<file path="src/isrs_pkg.sv">
// constants, field positions and state codes of the readout sequencer
package isrs_pkg;
	// ------------------------------------------------------------
	// register addresses (word bits 15:12)
	// ------------------------------------------------------------
	localparam logic [3:0] ADDR_SEQ       = 4'h0;
	localparam logic [3:0] ADDR_PIXELS    = 4'h1;
	localparam logic [3:0] ADDR_LINES     = 4'h2;
	localparam logic [3:0] ADDR_EXPOSURE  = 4'h3;
	localparam logic [3:0] ADDR_COL_START = 4'h4;
	localparam logic [3:0] ADDR_READ_ROW  = 4'h5;
	localparam logic [3:0] ADDR_RESET_ROW = 4'h6;
	localparam logic [3:0] ADDR_CORE      = 4'h7;
	localparam logic [3:0] ADDR_AMP       = 4'h8;
	localparam int WORD_ADDR_LSB = 12;
	// ------------------------------------------------------------
	// field positions
	// ------------------------------------------------------------
	localparam int SEQ_SHUTTER     = 0;
	localparam int SEQ_COL_DIV_LSB = 4;
	localparam int SEQ_SS_DIV_LSB  = 6;
	localparam int SEQ_KNEE_LSB    = 8;
	localparam int SEQ_KNEE_EN     = 10;
	localparam int SEQ_EXT_RESET   = 11;
	localparam int CORE_TEST_EVEN  = 0;
	localparam int CORE_TEST_ODD   = 1;
	localparam int CORE_XSUB_LSB   = 2;
	localparam int CORE_YSUB_LSB   = 5;
	localparam int AMP_GAIN_LSB    = 0;
	localparam int AMP_UNITY       = 4;
	// ------------------------------------------------------------
	// values after reset
	// ------------------------------------------------------------
	localparam logic [11:0] RST_SEQ       = 12'h000;
	localparam logic [11:0] RST_PIXELS    = 12'h27F;
	localparam logic [11:0] RST_LINES     = 12'h1FF;
	localparam logic [11:0] RST_EXPOSURE  = 12'h3FF;
	localparam logic [10:0] RST_COL_START = 11'h000;
	localparam logic [10:0] RST_ROW_START = 11'h000;
	localparam logic [7:0]  RST_CORE      = 8'h00;
	localparam logic [6:0]  RST_AMP       = 7'h50;
	// ------------------------------------------------------------
	// dividers and row space
	// ------------------------------------------------------------
	localparam int          DIV_W        = 9;
	localparam logic [8:0]  SS_DIV_BASE  = 9'h020;
	localparam logic [8:0]  COL_DIV_BASE = 9'h004;
	localparam logic [10:0] ROW_LAST     = 11'h3FF;
	localparam int          PIN_STAGES   = 3;
	// snapshot sequencer states
	typedef enum logic [1:0] {
		ISRS_SS_IDLE  = 2'b00,
		ISRS_SS_HOLD  = 2'b01,
		ISRS_SS_COUNT = 2'b10,
		ISRS_SS_TOUT  = 2'b11
	} isrs_ss_state_t;
endpackage

</file>
<file path="src/isrs_pin_sync.sv">
// three-stage pin synchroniser that accepts a level once stages two and three agree
`timescale 1ns/1ps
module isrs_pin_sync #(
	parameter int W = 1
) (
	// clock and reset
	input  wire logic         clock,
	input  wire logic         rst,
	// pin side and clean side
	input  wire logic [W-1:0] pin,
	output logic      [W-1:0] level
);
	typedef struct packed {
		logic [W-1:0] s1;
		logic [W-1:0] s2;
		logic [W-1:0] s3;
		logic [W-1:0] out;
	} isrs_sync_t;

	isrs_sync_t q;
	isrs_sync_t next_q;

	// shift chain; first stage feeds only the second
	always_comb
	begin
		next_q    = q;
		next_q.s1 = pin;
		next_q.s2 = q.s1;
		next_q.s3 = q.s2;
		for (int i = 0; i < W; i++)
		begin
			if (q.s2[i] == q.s3[i])
				next_q.out[i] = q.s3[i];
		end
	end

	// state register
	always_ff @(posedge clock or posedge rst)
	begin
		if (rst)
			q <= '0;
		else
			q <= next_q;
	end

	assign level = q.out;
endmodule

</file>
<file path="src/isrs_divider.sv">
// selectable clock-enable divider: base times 1, 2, 4 or 8
`timescale 1ns/1ps
module isrs_divider #(
	parameter logic [isrs_pkg::DIV_W-1:0] BASE = isrs_pkg::SS_DIV_BASE
) (
	// clock and reset
	input  wire logic       clock,
	input  wire logic       rst,
	// control
	input  wire logic [1:0] sel,
	input  wire logic       restart,
	// one-cycle enable
	output logic            tick
);
	typedef struct packed {
		logic [isrs_pkg::DIV_W-1:0] cnt;
	} isrs_div_t;

	isrs_div_t                  q;
	isrs_div_t                  next_q;
	logic [isrs_pkg::DIV_W-1:0] last;

	// restart aligns the first tick to the caller's event
	always_comb
	begin
		last   = isrs_pkg::DIV_W'((BASE << sel) - 1'b1);
		next_q = q;
		if (restart || q.cnt == last)
			next_q.cnt = '0;
		else
			next_q.cnt = q.cnt + 1'b1;
	end

	// state register
	always_ff @(posedge clock or posedge rst)
	begin
		if (rst)
			q <= '0;
		else
			q <= next_q;
	end

	assign tick = (q.cnt == last) && !restart;
endmodule

</file>
<file path="src/isrs_top.sv">
// readout sequencer: register file, shutter timers, row pointers and readout markers
`timescale 1ns/1ps
// What this block does
// RL1 - snapshot clock: system clock / 32..256
// RL2 - column clock: system clock / 4..32
// RL3 - knee enable selects right reset path
// RL4 - rolling shutter: controller uses knee select only
// RL5 - external level bit disables reset generator
// RL6 - row readout sync raises pixel valid
// RL7 - pixel valid drops at pixels per row
// RL8 - line counter gives last line pulse
// RL9 - global timer counts to exposure length
// RL10 - controller may time long exposures itself
// RL11 - exposure length never below ten; not enforced here, any written value is stored
// RL12 - frame start loads read pointer, sync
// RL13 - row clock advances; match loads reset pointer
// RL14 - read sync clears integration counter
// RL15 - pointers advance until next reload
// RL16 - exposure lines = lines minus exposure
// RL17 - column start picks pixel pair position
// RL18 - row starts select one of 1024
// RL19 - test bits tie even/odd columns
// RL20 - sub-sampling modes from core bits
// RL21 - unity bit bypasses amplifier gain
// RL22 - shutter bit: 0 global, 1 rolling
// RL23 - time-out high one snapshot period
// RL24 - 16-bit write word: address, data
// RL25 - controller updates registers between frames
module isrs_top (
	// clock and reset
	input  wire logic        clock,
	input  wire logic        rst,
	// register write port (pins)
	input  wire logic [15:0] reg_word,
	input  wire logic        reg_write,
	// sequencer strobes (pins)
	input  wire logic        frame_start,
	input  wire logic        row_clock,
	input  wire logic        snapshot_start,
	input  wire logic        snapshot_stop,
	// readout markers
	output logic             pixel_valid,
	output logic             last_line,
	output logic             time_out,
	// row pointers
	output logic             read_pointer_sync,
	output logic             reset_pointer_sync,
	output logic      [10:0] read_pointer,
	output logic      [10:0] reset_pointer,
	// array and amplifier controls
	output logic             rolling_shutter,
	output logic             right_reset_path,
	output logic      [1:0]  knee_select,
	output logic             reset_gen_enable,
	output logic             test_even_tie,
	output logic             test_odd_tie,
	output logic      [2:0]  x_subsample_mode,
	output logic      [2:0]  y_subsample_mode,
	output logic      [10:0] column_start_pos,
	output logic      [3:0]  amp_gain,
	output logic             amp_unity,
	output logic      [11:0] exposure_lines
);
	// ------------------------------------------------------------
	// state
	// ------------------------------------------------------------
	typedef struct packed {
		logic [11:0]             seq;
		logic [11:0]             ppr;
		logic [11:0]             lpf;
		logic [11:0]             exp_len;
		logic [10:0]             col;
		logic [10:0]             rd_start;
		logic [10:0]             rs_start;
		logic [7:0]              core;
		logic [6:0]              amp;
		logic [4:0]              prev;
		isrs_pkg::isrs_ss_state_t ss;
		logic [11:0]             ss_cnt;
		logic                    tout;
		logic                    blank_pend;
		logic                    pv;
		logic [11:0]             pix_cnt;
		logic                    line_armed;
		logic [11:0]             line_cnt;
		logic                    last;
		logic                    rd_sync;
		logic                    rs_sync;
		logic [10:0]             rd_ptr;
		logic [10:0]             rs_ptr;
		logic [11:0]             integ_cnt;
		logic                    o_roll;
		logic                    o_right;
		logic [1:0]              o_knee;
		logic                    o_gen;
		logic                    o_teven;
		logic                    o_todd;
		logic [2:0]              o_xsub;
		logic [2:0]              o_ysub;
		logic [3:0]              o_gain;
		logic                    o_unity;
		logic [11:0]             o_explines;
	} isrs_state_t;

	isrs_state_t q;
	isrs_state_t next_q;
	logic [20:0] lvl;
	logic        wr_edge;
	logic        fs_edge;
	logic        rc_edge;
	logic        ssa_edge;
	logic        ssp_edge;
	logic        ss_tick;
	logic        col_tick;
	logic        ss_restart;
	logic        x_sync;

	// ------------------------------------------------------------
	// pin synchronisers and dividers
	// ------------------------------------------------------------
	isrs_pin_sync #(
		.W (21)
	) u_sync (
		.clock (clock),
		.rst   (rst),
		.pin   ({reg_write, frame_start, row_clock, snapshot_start, snapshot_stop, reg_word}),
		.level (lvl)
	);

	// RL1 snapshot clock divide
	isrs_divider #(
		.BASE (isrs_pkg::SS_DIV_BASE)
	) u_ss_div (
		.clock   (clock),
		.rst     (rst),
		.sel     (q.seq[isrs_pkg::SEQ_SS_DIV_LSB +: 2]),
		.restart (ss_restart),
		.tick    (ss_tick)
	);

	// RL2 column clock divide, restarted by each row clock
	isrs_divider #(
		.BASE (isrs_pkg::COL_DIV_BASE)
	) u_col_div (
		.clock   (clock),
		.rst     (rst),
		.sel     (q.seq[isrs_pkg::SEQ_COL_DIV_LSB +: 2]),
		.restart (rc_edge),
		.tick    (col_tick)
	);

	// rising edges of the agreed pin levels
	assign wr_edge    = lvl[20] && !q.prev[4];
	assign fs_edge    = lvl[19] && !q.prev[3];
	assign rc_edge    = lvl[18] && !q.prev[2];
	assign ssa_edge   = lvl[17] && !q.prev[1];
	assign ssp_edge   = lvl[16] && !q.prev[0];
	// a start while the timer runs is refused, so the divider keeps its phase
	assign ss_restart = ssa_edge && !q.seq[isrs_pkg::SEQ_SHUTTER] && q.ss == isrs_pkg::ISRS_SS_IDLE;
	assign x_sync     = col_tick && q.blank_pend;

	// row pointer step with wrap over the row space
	function automatic logic [10:0] isrs_next_row(input logic [10:0] p);
		isrs_next_row = (p == isrs_pkg::ROW_LAST) ? 11'h000 : 11'(p + 1'b1);
	endfunction

	// ------------------------------------------------------------
	// next-state logic
	// ------------------------------------------------------------
	always_comb
	begin
		next_q         = q;
		next_q.prev    = lvl[20:16];
		next_q.rd_sync = 1'b0;
		next_q.rs_sync = 1'b0;
		next_q.last    = 1'b0;
		// RL24 word decode on write strobe; unlisted addresses ignored
		if (wr_edge)
		begin
			case (lvl[15:isrs_pkg::WORD_ADDR_LSB])
				isrs_pkg::ADDR_SEQ:       next_q.seq      = lvl[11:0];
				isrs_pkg::ADDR_PIXELS:    next_q.ppr      = lvl[11:0];
				isrs_pkg::ADDR_LINES:     next_q.lpf      = lvl[11:0];
				isrs_pkg::ADDR_EXPOSURE:  next_q.exp_len  = lvl[11:0];
				// RL17 column start stored as written
				isrs_pkg::ADDR_COL_START: next_q.col      = lvl[10:0];
				// RL18 read and reset row starts
				isrs_pkg::ADDR_READ_ROW:  next_q.rd_start = lvl[10:0];
				isrs_pkg::ADDR_RESET_ROW: next_q.rs_start = lvl[10:0];
				isrs_pkg::ADDR_CORE:      next_q.core     = lvl[7:0];
				isrs_pkg::ADDR_AMP:       next_q.amp      = lvl[6:0];
				default:                  next_q.core     = q.core;
			endcase
		end
		// RL9 global shutter timer; stop strobe aborts it
		case (q.ss)
			isrs_pkg::ISRS_SS_IDLE:
				if (ss_restart)
					next_q.ss = isrs_pkg::ISRS_SS_HOLD;
			isrs_pkg::ISRS_SS_HOLD:
				if (!lvl[17])
				begin
					next_q.ss     = isrs_pkg::ISRS_SS_COUNT;
					next_q.ss_cnt = 12'h000;
				end
			isrs_pkg::ISRS_SS_COUNT:
				if (ssp_edge)
					next_q.ss = isrs_pkg::ISRS_SS_IDLE;
				else if (ss_tick && q.ss_cnt == q.exp_len)
				begin
					next_q.ss   = isrs_pkg::ISRS_SS_TOUT;
					next_q.tout = 1'b1;
				end
				else if (ss_tick)
					next_q.ss_cnt = q.ss_cnt + 1'b1;
			isrs_pkg::ISRS_SS_TOUT:
				// RL23 one snapshot period high
				if (ss_tick)
				begin
					next_q.ss   = isrs_pkg::ISRS_SS_IDLE;
					next_q.tout = 1'b0;
				end
			default:
			begin
				next_q.ss   = isrs_pkg::ISRS_SS_IDLE;
				next_q.tout = 1'b0;
			end
		endcase
		// RL6 row blanking then readout sync raises valid
		if (rc_edge)
			next_q.blank_pend = 1'b1;
		else if (x_sync)
		begin
			next_q.blank_pend = 1'b0;
			next_q.pv         = 1'b1;
			next_q.pix_cnt    = 12'h000;
		end
		// RL7 one pixel pair per clock until the count
		else if (q.pv)
		begin
			if (q.pix_cnt == q.ppr)
				next_q.pv = 1'b0;
			else
				next_q.pix_cnt = q.pix_cnt + 1'b1;
		end
		// RL8 line counting and last line
		if (fs_edge)
		begin
			next_q.line_armed = 1'b1;
			next_q.line_cnt   = 12'h000;
		end
		else if (rc_edge && q.line_armed)
		begin
			if (q.line_cnt == q.lpf)
			begin
				next_q.last       = 1'b1;
				next_q.line_armed = 1'b0;
			end
			else
				next_q.line_cnt = q.line_cnt + 1'b1;
		end
		// RL15 pointers keep moving between reloads
		if (rc_edge)
		begin
			next_q.rd_ptr    = isrs_next_row(q.rd_ptr);
			next_q.rs_ptr    = isrs_next_row(q.rs_ptr);
			next_q.integ_cnt = q.integ_cnt + 1'b1;
			// RL13 counter match reloads reset pointer
			if (q.seq[isrs_pkg::SEQ_SHUTTER] && 12'(q.integ_cnt + 1'b1) == q.exp_len)
			begin
				next_q.rs_sync = 1'b1;
				next_q.rs_ptr  = q.rs_start;
			end
		end
		// RL12 frame start reloads read pointer
		if (fs_edge && q.seq[isrs_pkg::SEQ_SHUTTER])
		begin
			next_q.rd_sync = 1'b1;
			next_q.rd_ptr  = q.rd_start;
			// RL14 read sync clears integration count
			next_q.integ_cnt = 12'h000;
		end
		// RL22 shutter type
		next_q.o_roll = next_q.seq[isrs_pkg::SEQ_SHUTTER];
		// RL3 knee path and level
		next_q.o_right = next_q.seq[isrs_pkg::SEQ_KNEE_EN];
		next_q.o_knee  = next_q.seq[isrs_pkg::SEQ_KNEE_LSB +: 2];
		// RL5 internal generator off with external level
		next_q.o_gen = !next_q.seq[isrs_pkg::SEQ_EXT_RESET];
		// RL19 column test ties
		next_q.o_teven = next_q.core[isrs_pkg::CORE_TEST_EVEN];
		next_q.o_todd  = next_q.core[isrs_pkg::CORE_TEST_ODD];
		// RL20 sub-sampling fields
		next_q.o_xsub = next_q.core[isrs_pkg::CORE_XSUB_LSB +: 3];
		next_q.o_ysub = next_q.core[isrs_pkg::CORE_YSUB_LSB +: 3];
		// RL21 gain only when not in unity feedback
		next_q.o_unity = next_q.amp[isrs_pkg::AMP_UNITY];
		next_q.o_gain  = next_q.o_unity ? 4'h0 : next_q.amp[isrs_pkg::AMP_GAIN_LSB +: 4];
		// RL16 rolling exposure in lines
		next_q.o_explines = 12'(next_q.lpf - next_q.exp_len);
	end

	// ------------------------------------------------------------
	// state register
	// ------------------------------------------------------------
	always_ff @(posedge clock or posedge rst)
	begin
		if (rst)
		begin
			q            <= '0;
			q.seq        <= isrs_pkg::RST_SEQ;
			q.ppr        <= isrs_pkg::RST_PIXELS;
			q.lpf        <= isrs_pkg::RST_LINES;
			q.exp_len    <= isrs_pkg::RST_EXPOSURE;
			q.col        <= isrs_pkg::RST_COL_START;
			q.rd_start   <= isrs_pkg::RST_ROW_START;
			q.rs_start   <= isrs_pkg::RST_ROW_START;
			q.core       <= isrs_pkg::RST_CORE;
			q.amp        <= isrs_pkg::RST_AMP;
			q.ss         <= isrs_pkg::ISRS_SS_IDLE;
			q.o_gen      <= 1'b1;
			q.o_unity    <= 1'b1;
			q.o_explines <= 12'(isrs_pkg::RST_LINES - isrs_pkg::RST_EXPOSURE);
		end
		else
			q <= next_q;
	end

	// outputs straight from the state register
	assign pixel_valid        = q.pv;
	assign last_line          = q.last;
	assign time_out           = q.tout;
	assign read_pointer_sync  = q.rd_sync;
	assign reset_pointer_sync = q.rs_sync;
	assign read_pointer       = q.rd_ptr;
	assign reset_pointer      = q.rs_ptr;
	assign rolling_shutter    = q.o_roll;
	assign right_reset_path   = q.o_right;
	assign knee_select        = q.o_knee;
	assign reset_gen_enable   = q.o_gen;
	assign test_even_tie      = q.o_teven;
	assign test_odd_tie       = q.o_todd;
	assign x_subsample_mode   = q.o_xsub;
	assign y_subsample_mode   = q.o_ysub;
	assign column_start_pos   = q.col;
	assign amp_gain           = q.o_gain;
	assign amp_unity          = q.o_unity;
	assign exposure_lines     = q.o_explines;

	// ------------------------------------------------------------
	// assertions
	// ------------------------------------------------------------
	localparam int X_MAX = 33;
endmodule

</file>
<file path="config.mk">
export PLATFORM = sky130hd
export DESIGN_NAME = isrs_top
export DESIGN_NICKNAME = d
export VERILOG_FILES = /design/src/isrs_pkg.sv /design/src/isrs_pin_sync.sv /design/src/isrs_divider.sv /design/src/isrs_top.sv
export SDC_FILE = /design/constraint.sdc
export NUM_CORES = 1
export LEC_CHECK = 0
export ABC_AREA = 1
export BUFFER_PORTS_ARGS = -buffer_cell sky130_fd_sc_hd__buf_2
export CAP_MARGIN = 10
export CORE_MARGIN = 5
export CORE_UTILIZATION = 45
export DETAILED_ROUTE_END_ITERATION = 8
export SYNTH_ARGS = -nofsm -noshare
export SYNTH_HDL_FRONTEND = slang
export SYNTH_HIERARCHICAL = 1
export SYNTH_SLANG_ARGS = --single-unit
</file>
<file path="constraint.sdc">
create_clock -name clock -period 6.15 [get_ports clock]
set_input_delay 0.3075 -clock clock [delete_from_list [all_inputs] [get_ports clock]]
set_output_delay 0.3075 -clock clock [all_outputs]
set_load 0.05 [all_outputs]
</file>
[After elaboration in Yosys (flattened, before gate mapping)]
Cells that the tools add are included.
Widths: inputs -> output; s select.
Operators by class
  $add $sub $neg: 11
  multipliers: 0
  divide/modulo/power cells: 0
  order comparisons: 0
  equality and inequality tests: 50
  shifts and indexed selects: 2
  muxes and demuxes: 46
  bitwise operators: 1
  reduce and logical (&&, ||, !) cells: 46
Operators with widths (count)
  $mux 12: 9
  $mux 96: 1
  $mux 11: 7
  $mux 13: 4
  $add 12x1->12 const B: 4
  $eq 12x12->1: 4
  $mux 35: 1
  $mux 14: 2
  $pmux 12 s2: 1
  $add 11x1->11 const B: 2
  $eq 11x10->1 const B: 2
  $eq 1x1->1: 21
  $add 9x1->9 const B: 2
  $eq 9x9->1: 2
  $mux 9: 2
  $sub 9x1->9 const B: 2
  $eq 4x3->1 const B: 4
  $ne 2x2->1 const B: 8
  $reduce_and 2->1: 8
  $logic_and 1x1->1: 14
  $reduce_bool 2->1: 7
  $sub 12x12->12: 1
  $mux 1: 10
  $logic_not 1->1: 9
  other kinds (22): 29
Word-level totals
  flip-flop bits (word level): 312
  bits in latches: 0
  bits in writable memories: 0
  ROM bits: 0
  input bits: 23
  output and inout port bits: 68
  logic and storage cells: 219
  memories kept: 0

[Logic depth before layout (Yosys ltp)]
  word-level depth: 10
  depth in mapped cells: 16
  gate-level depth less buffers: 15

[Modules after synthesis]
The synthesis kept the hierarchy.
Modules (own cells, without submodules)
  isrs_top: times used 1, cells each 1264, area each 10383.7 um2
  isrs_pin_sync: times used 1, cells each 190, area each 2605.0 um2
  isrs_divider (u_col_div): times used 1, cells each 86, area each 583.1 um2
  isrs_divider (u_ss_div): times used 1, cells each 76, area each 523.0 um2

[Worst setup path before layout]
OpenSTA, ideal clock, no wires.
  kind: register to register
  start point: register u_sync.q (netlist bit u_sync/level[15])
  end point: register q (netlist bit exposure_lines[9])
  setup time: 75 ps
  data arrival time: 2620 ps
  slack: 3455 ps
  cell stages (with the launch flop): 15
  path buffers: 2
  clock period less this slack: 2695 ps
  cell sequence: dfrtp_1 -> buf_4 -> nor3_2 -> nand2_1 -> clkbuf_1 -> o21ai_0 -> ha_1 -> nand2_1 -> nor2_1 -> a211oi_1 -> nor2_1 -> nor2_1 -> nor2_1 -> nor2_1 -> xnor2_1
RTL lines
  start: declaration: RTL line isrs_pin_sync.sv:20  | isrs_sync_t q;
  start signal: assignment: RTL line isrs_pin_sync.sv:43  | q <= next_q;
  end signal: assignment: RTL line isrs_top.sv:326  | q <= next_q;
  end: declaration: RTL line isrs_top.sv:105  | isrs_state_t q;

==> run summary <==
Port Buffers -> 90
Synthesized Nets -> 1660
Hold_sp -> u_sync/next_q[53]
Util after Layout -> 0.510
Die width -> 187 µm
Core Footprint -> 30700 µm²
Total GRT Usage -> 0.187
RePlAce Congestion -> 0.892
I/O pins -> 91
Area grow syn2layout -> 11.3%
Outcome -> completed
Worst setup path startpoint -> u_sync/level[20]
Max_cap viols -> 0
RSZ-0062 raised after global routing -> no
Average size of a mapped cell -> 8.72 µm²
Final period util -> 0.539
Cell area after synthesis -> 14100 µm²
Largest fanout on the critical path -> 24
Diode count -> 0
CTS Buf Count -> 31
TritonRoute pass-1 iters -> 5
Peak supply drop -> 0.398 mV
Initial antenna violation count -> 0
Post-Syn Instances -> 1616
Max Fclk -> 301 MHz
Vias in the first global route -> 10100
Slew Limit Fails -> 0
PwrDens -> 465 nW/µm²
Final nets -> 1699
Worst Setup End Kind -> flip-flop
Antenna Nets Post-Route -> 0
Post-synth EDFFs -> 0
Worst path required time -> 6640 ps
Routed vias/inst -> 5.03
First-pass GRT wire length -> 54100 µm
Top_reg_cell synth -> dfrtp_1
FF-to-FF Start -> u_sync/level[20]
CTS H-tree depth -> 1
Avg WL per Cell -> 15.5 µm
Setup violators final -> 0
Core Rows -> 64
CP arrival -> 3810 ps
CTS sink count -> 294
Register cell area after layout -> 7400 µm²
Min Clock Period, post-route -> 3320 ps
Post_cts resized -> 0
TNS Setup -> 0 ps
Count leader, synth -> nand2_1
Top cell type's share of synthesized area -> 0.465
Dominant cell type by area after synthesis -> dfrtp_1
Ys Warns -> 6
Area occupied by multi-input gates -> 5250 µm²
Die ar. -> 35000 µm²
Synth Register Bits -> 294
Residual DRC -> 0
DR iter-0 viols -> 666
Layout filler cell count -> 2907
GRT Residual Overflow -> 0
CTS tree -> done
Initial Util -> 0.458
Clock tree buffer depth -> 3
Synth top area cells -> dfrtp_1 (47%), nand2_1 (10%), dfstp_2 (6.0%)
Largest net degree at the start of global routing -> 126
Post-CTS Repair Setup Buffers -> 0
Pleak -> 7.49 nW
Library cells used by synthesis -> 55
Die height -> 187 µm
FFs w/ async S/R, synth -> 1.00
Synth cell count leaders -> nand2_1 (377), dfrtp_1 (262), inv_1 (187), o21ai_0 (141), nor2_1 (113)
Worst-margin pin slew -> 1060 ps
Crit path launch type -> flip-flop
Crit path kind -> flip-flop to flip-flop
Root buf cell -> clkbuf_16
Clk_skew -> 15.6 ps
Clk_lat worst skew -> 570 ps
Worst-path clk slew -> 60 ps
Relative slew slack -> 0.290
Hold Crit Class -> flip-flop to flip-flop
Post-synthesis sequential area ratio -> 0.525
Vias -> 10400
Post-Route WL -> 32300 µm
Dpl hpwl -> 22600 µm
Hold buffer count at CTS -> 22
Layout cell share with drive strength beyond 1 -> 0.142
Final Hold Viols -> 0
==> final timing paths <==
path                                      to  slack (ps)  depth (start not counted)
setup / recovery           exposure_lines[9]        2830                         13
hold / removal             u_sync/next_q[32]         350                          0
setup reg to reg           exposure_lines[9]        2830                         13
hold reg to reg            u_sync/next_q[32]         350                          0
max in group asynchronous  exposure_lines[6]        4160                          4
min in group asynchronous   u_sync/level[17]         360                          3
==> worst max-delay path: stages (launching register included) <==
cell      delay, ps
dfrtp_1         390
nand2_1         110
nor3_2          220
nand2_1         480
o21ai_0         600
ha_1            320
nand2_1          70
nor2_1           40
a211oi_1        460
nor2_1           80
nor2_1          170
nor2_1           60
nor2_1          110
xnor2_1         130
==> power breakdown <==
part           internal, W  switching (W)  leakage (nW)
registers          0.00245       0.000395          3.65
logic             0.000733        0.00172          3.31
clock network      0.00121       0.000785         0.532
total              0.00439        0.00290          7.49
==> per-stage QoR <==
step	total power (W)	cells	hold WS (ps)	instance area (µm²)	setup slack, ps
CTS	0.00736	2076	342	15700	2810
floorplan	0.00490	1616	135	14100	668
detailed placement	0.00531	1996	335	14400	2830
global route	0.00778	2076	357	15700	2380
global placement	0.00527	1996	332	14400	2950
finish	0.00729	2076	347	15700	2830
==> sequential cells by signal, indices dropped and copies added (netlist names) <==
signal and cells:
amp_gain 4, column_start_pos 11, exposure_lines 12, knee_select 1
last_line 1, pixel_valid 1, q 132, read_pointer 11
read_pointer_sync 1, reset_gen_enable 1, reset_pointer 11, reset_pointer_sync 1
time_out 1, u_col_div/q 9, u_ss_div/q 9, u_sync/level 21
u_sync/next_q 42, u_sync/q 21, x_subsample_mode 2, y_subsample_mode 2
==> logic make-up after synthesis <==
| logic type | after synthesis | share of synthesized area |
|---|---|---|
| AND/OR/NAND/NOR | 704 | 0.223 |
| buffers and inverters | 303 | 0.103 |
| flip-flops | 294 | 0.525 |
| AO/OA/AOI/OAI | 225 | 0.0870 |
| XOR/XNOR | 69 | 0.0429 |
| adder cells (fa/ha/maj) | 21 | 0.0192 |
==> layout by cell type, fill, tap and decap left out, types with 3 or more instances in the layout <==
master,Yosys,final
a21oi_1,39,39
buf_2,7,90
buf_4,78,4
bufinv_16,0,5
clkbuf_1,22,3
clkbuf_16,0,31
clkbuf_8,0,6
clkinv_2,0,6
clkinvlp_4,0,5
dfrtp_1,262,262
dfstp_2,32,32
dlygate4sd3_1,0,22
ha_1,20,20
inv_1,187,185
inv_2,5,5
nand2_1,377,377
nand2_2,9,9
nand3_1,82,82
nand3_2,7,7
nand4_1,47,47
nor2_1,113,113
nor2_2,6,6
nor2_4,5,5
nor3_1,22,22
nor3_2,3,3
nor4_1,6,6
o211ai_1,5,5
o21ai_0,141,141
o21ai_1,6,6
o221ai_1,3,3
o22ai_1,11,11
o31ai_1,3,3
or2_2,12,12
xnor2_1,25,25
xor2_1,44,44
==> layer usage <==
| layer | part of all wire | GRT usage | vias up |
|---|---|---|---|
| met2 | 0.45 | 0.294 | 223 |
| met5 | 0 | 0 | - |
| met1 | 0.49 | 0.277 | 4949 |
| met4 | 0.017 | 0.0392 | 0 |
| met3 | 0.046 | 0.0271 | 38 |
| li1 | - | - | 5235 |
==> area by class of cell <==
class	instances	area share
multi-input cells	1019	0.335
repair buffers	116	0.0447
well taps	396	0.0316
clock buffers	40	0.0554
inverters	193	0.0468
flip-flops and latches	294	0.472
clock inverters	18	0.0150
Note: power is estimated with default switching activity, not from simulation.
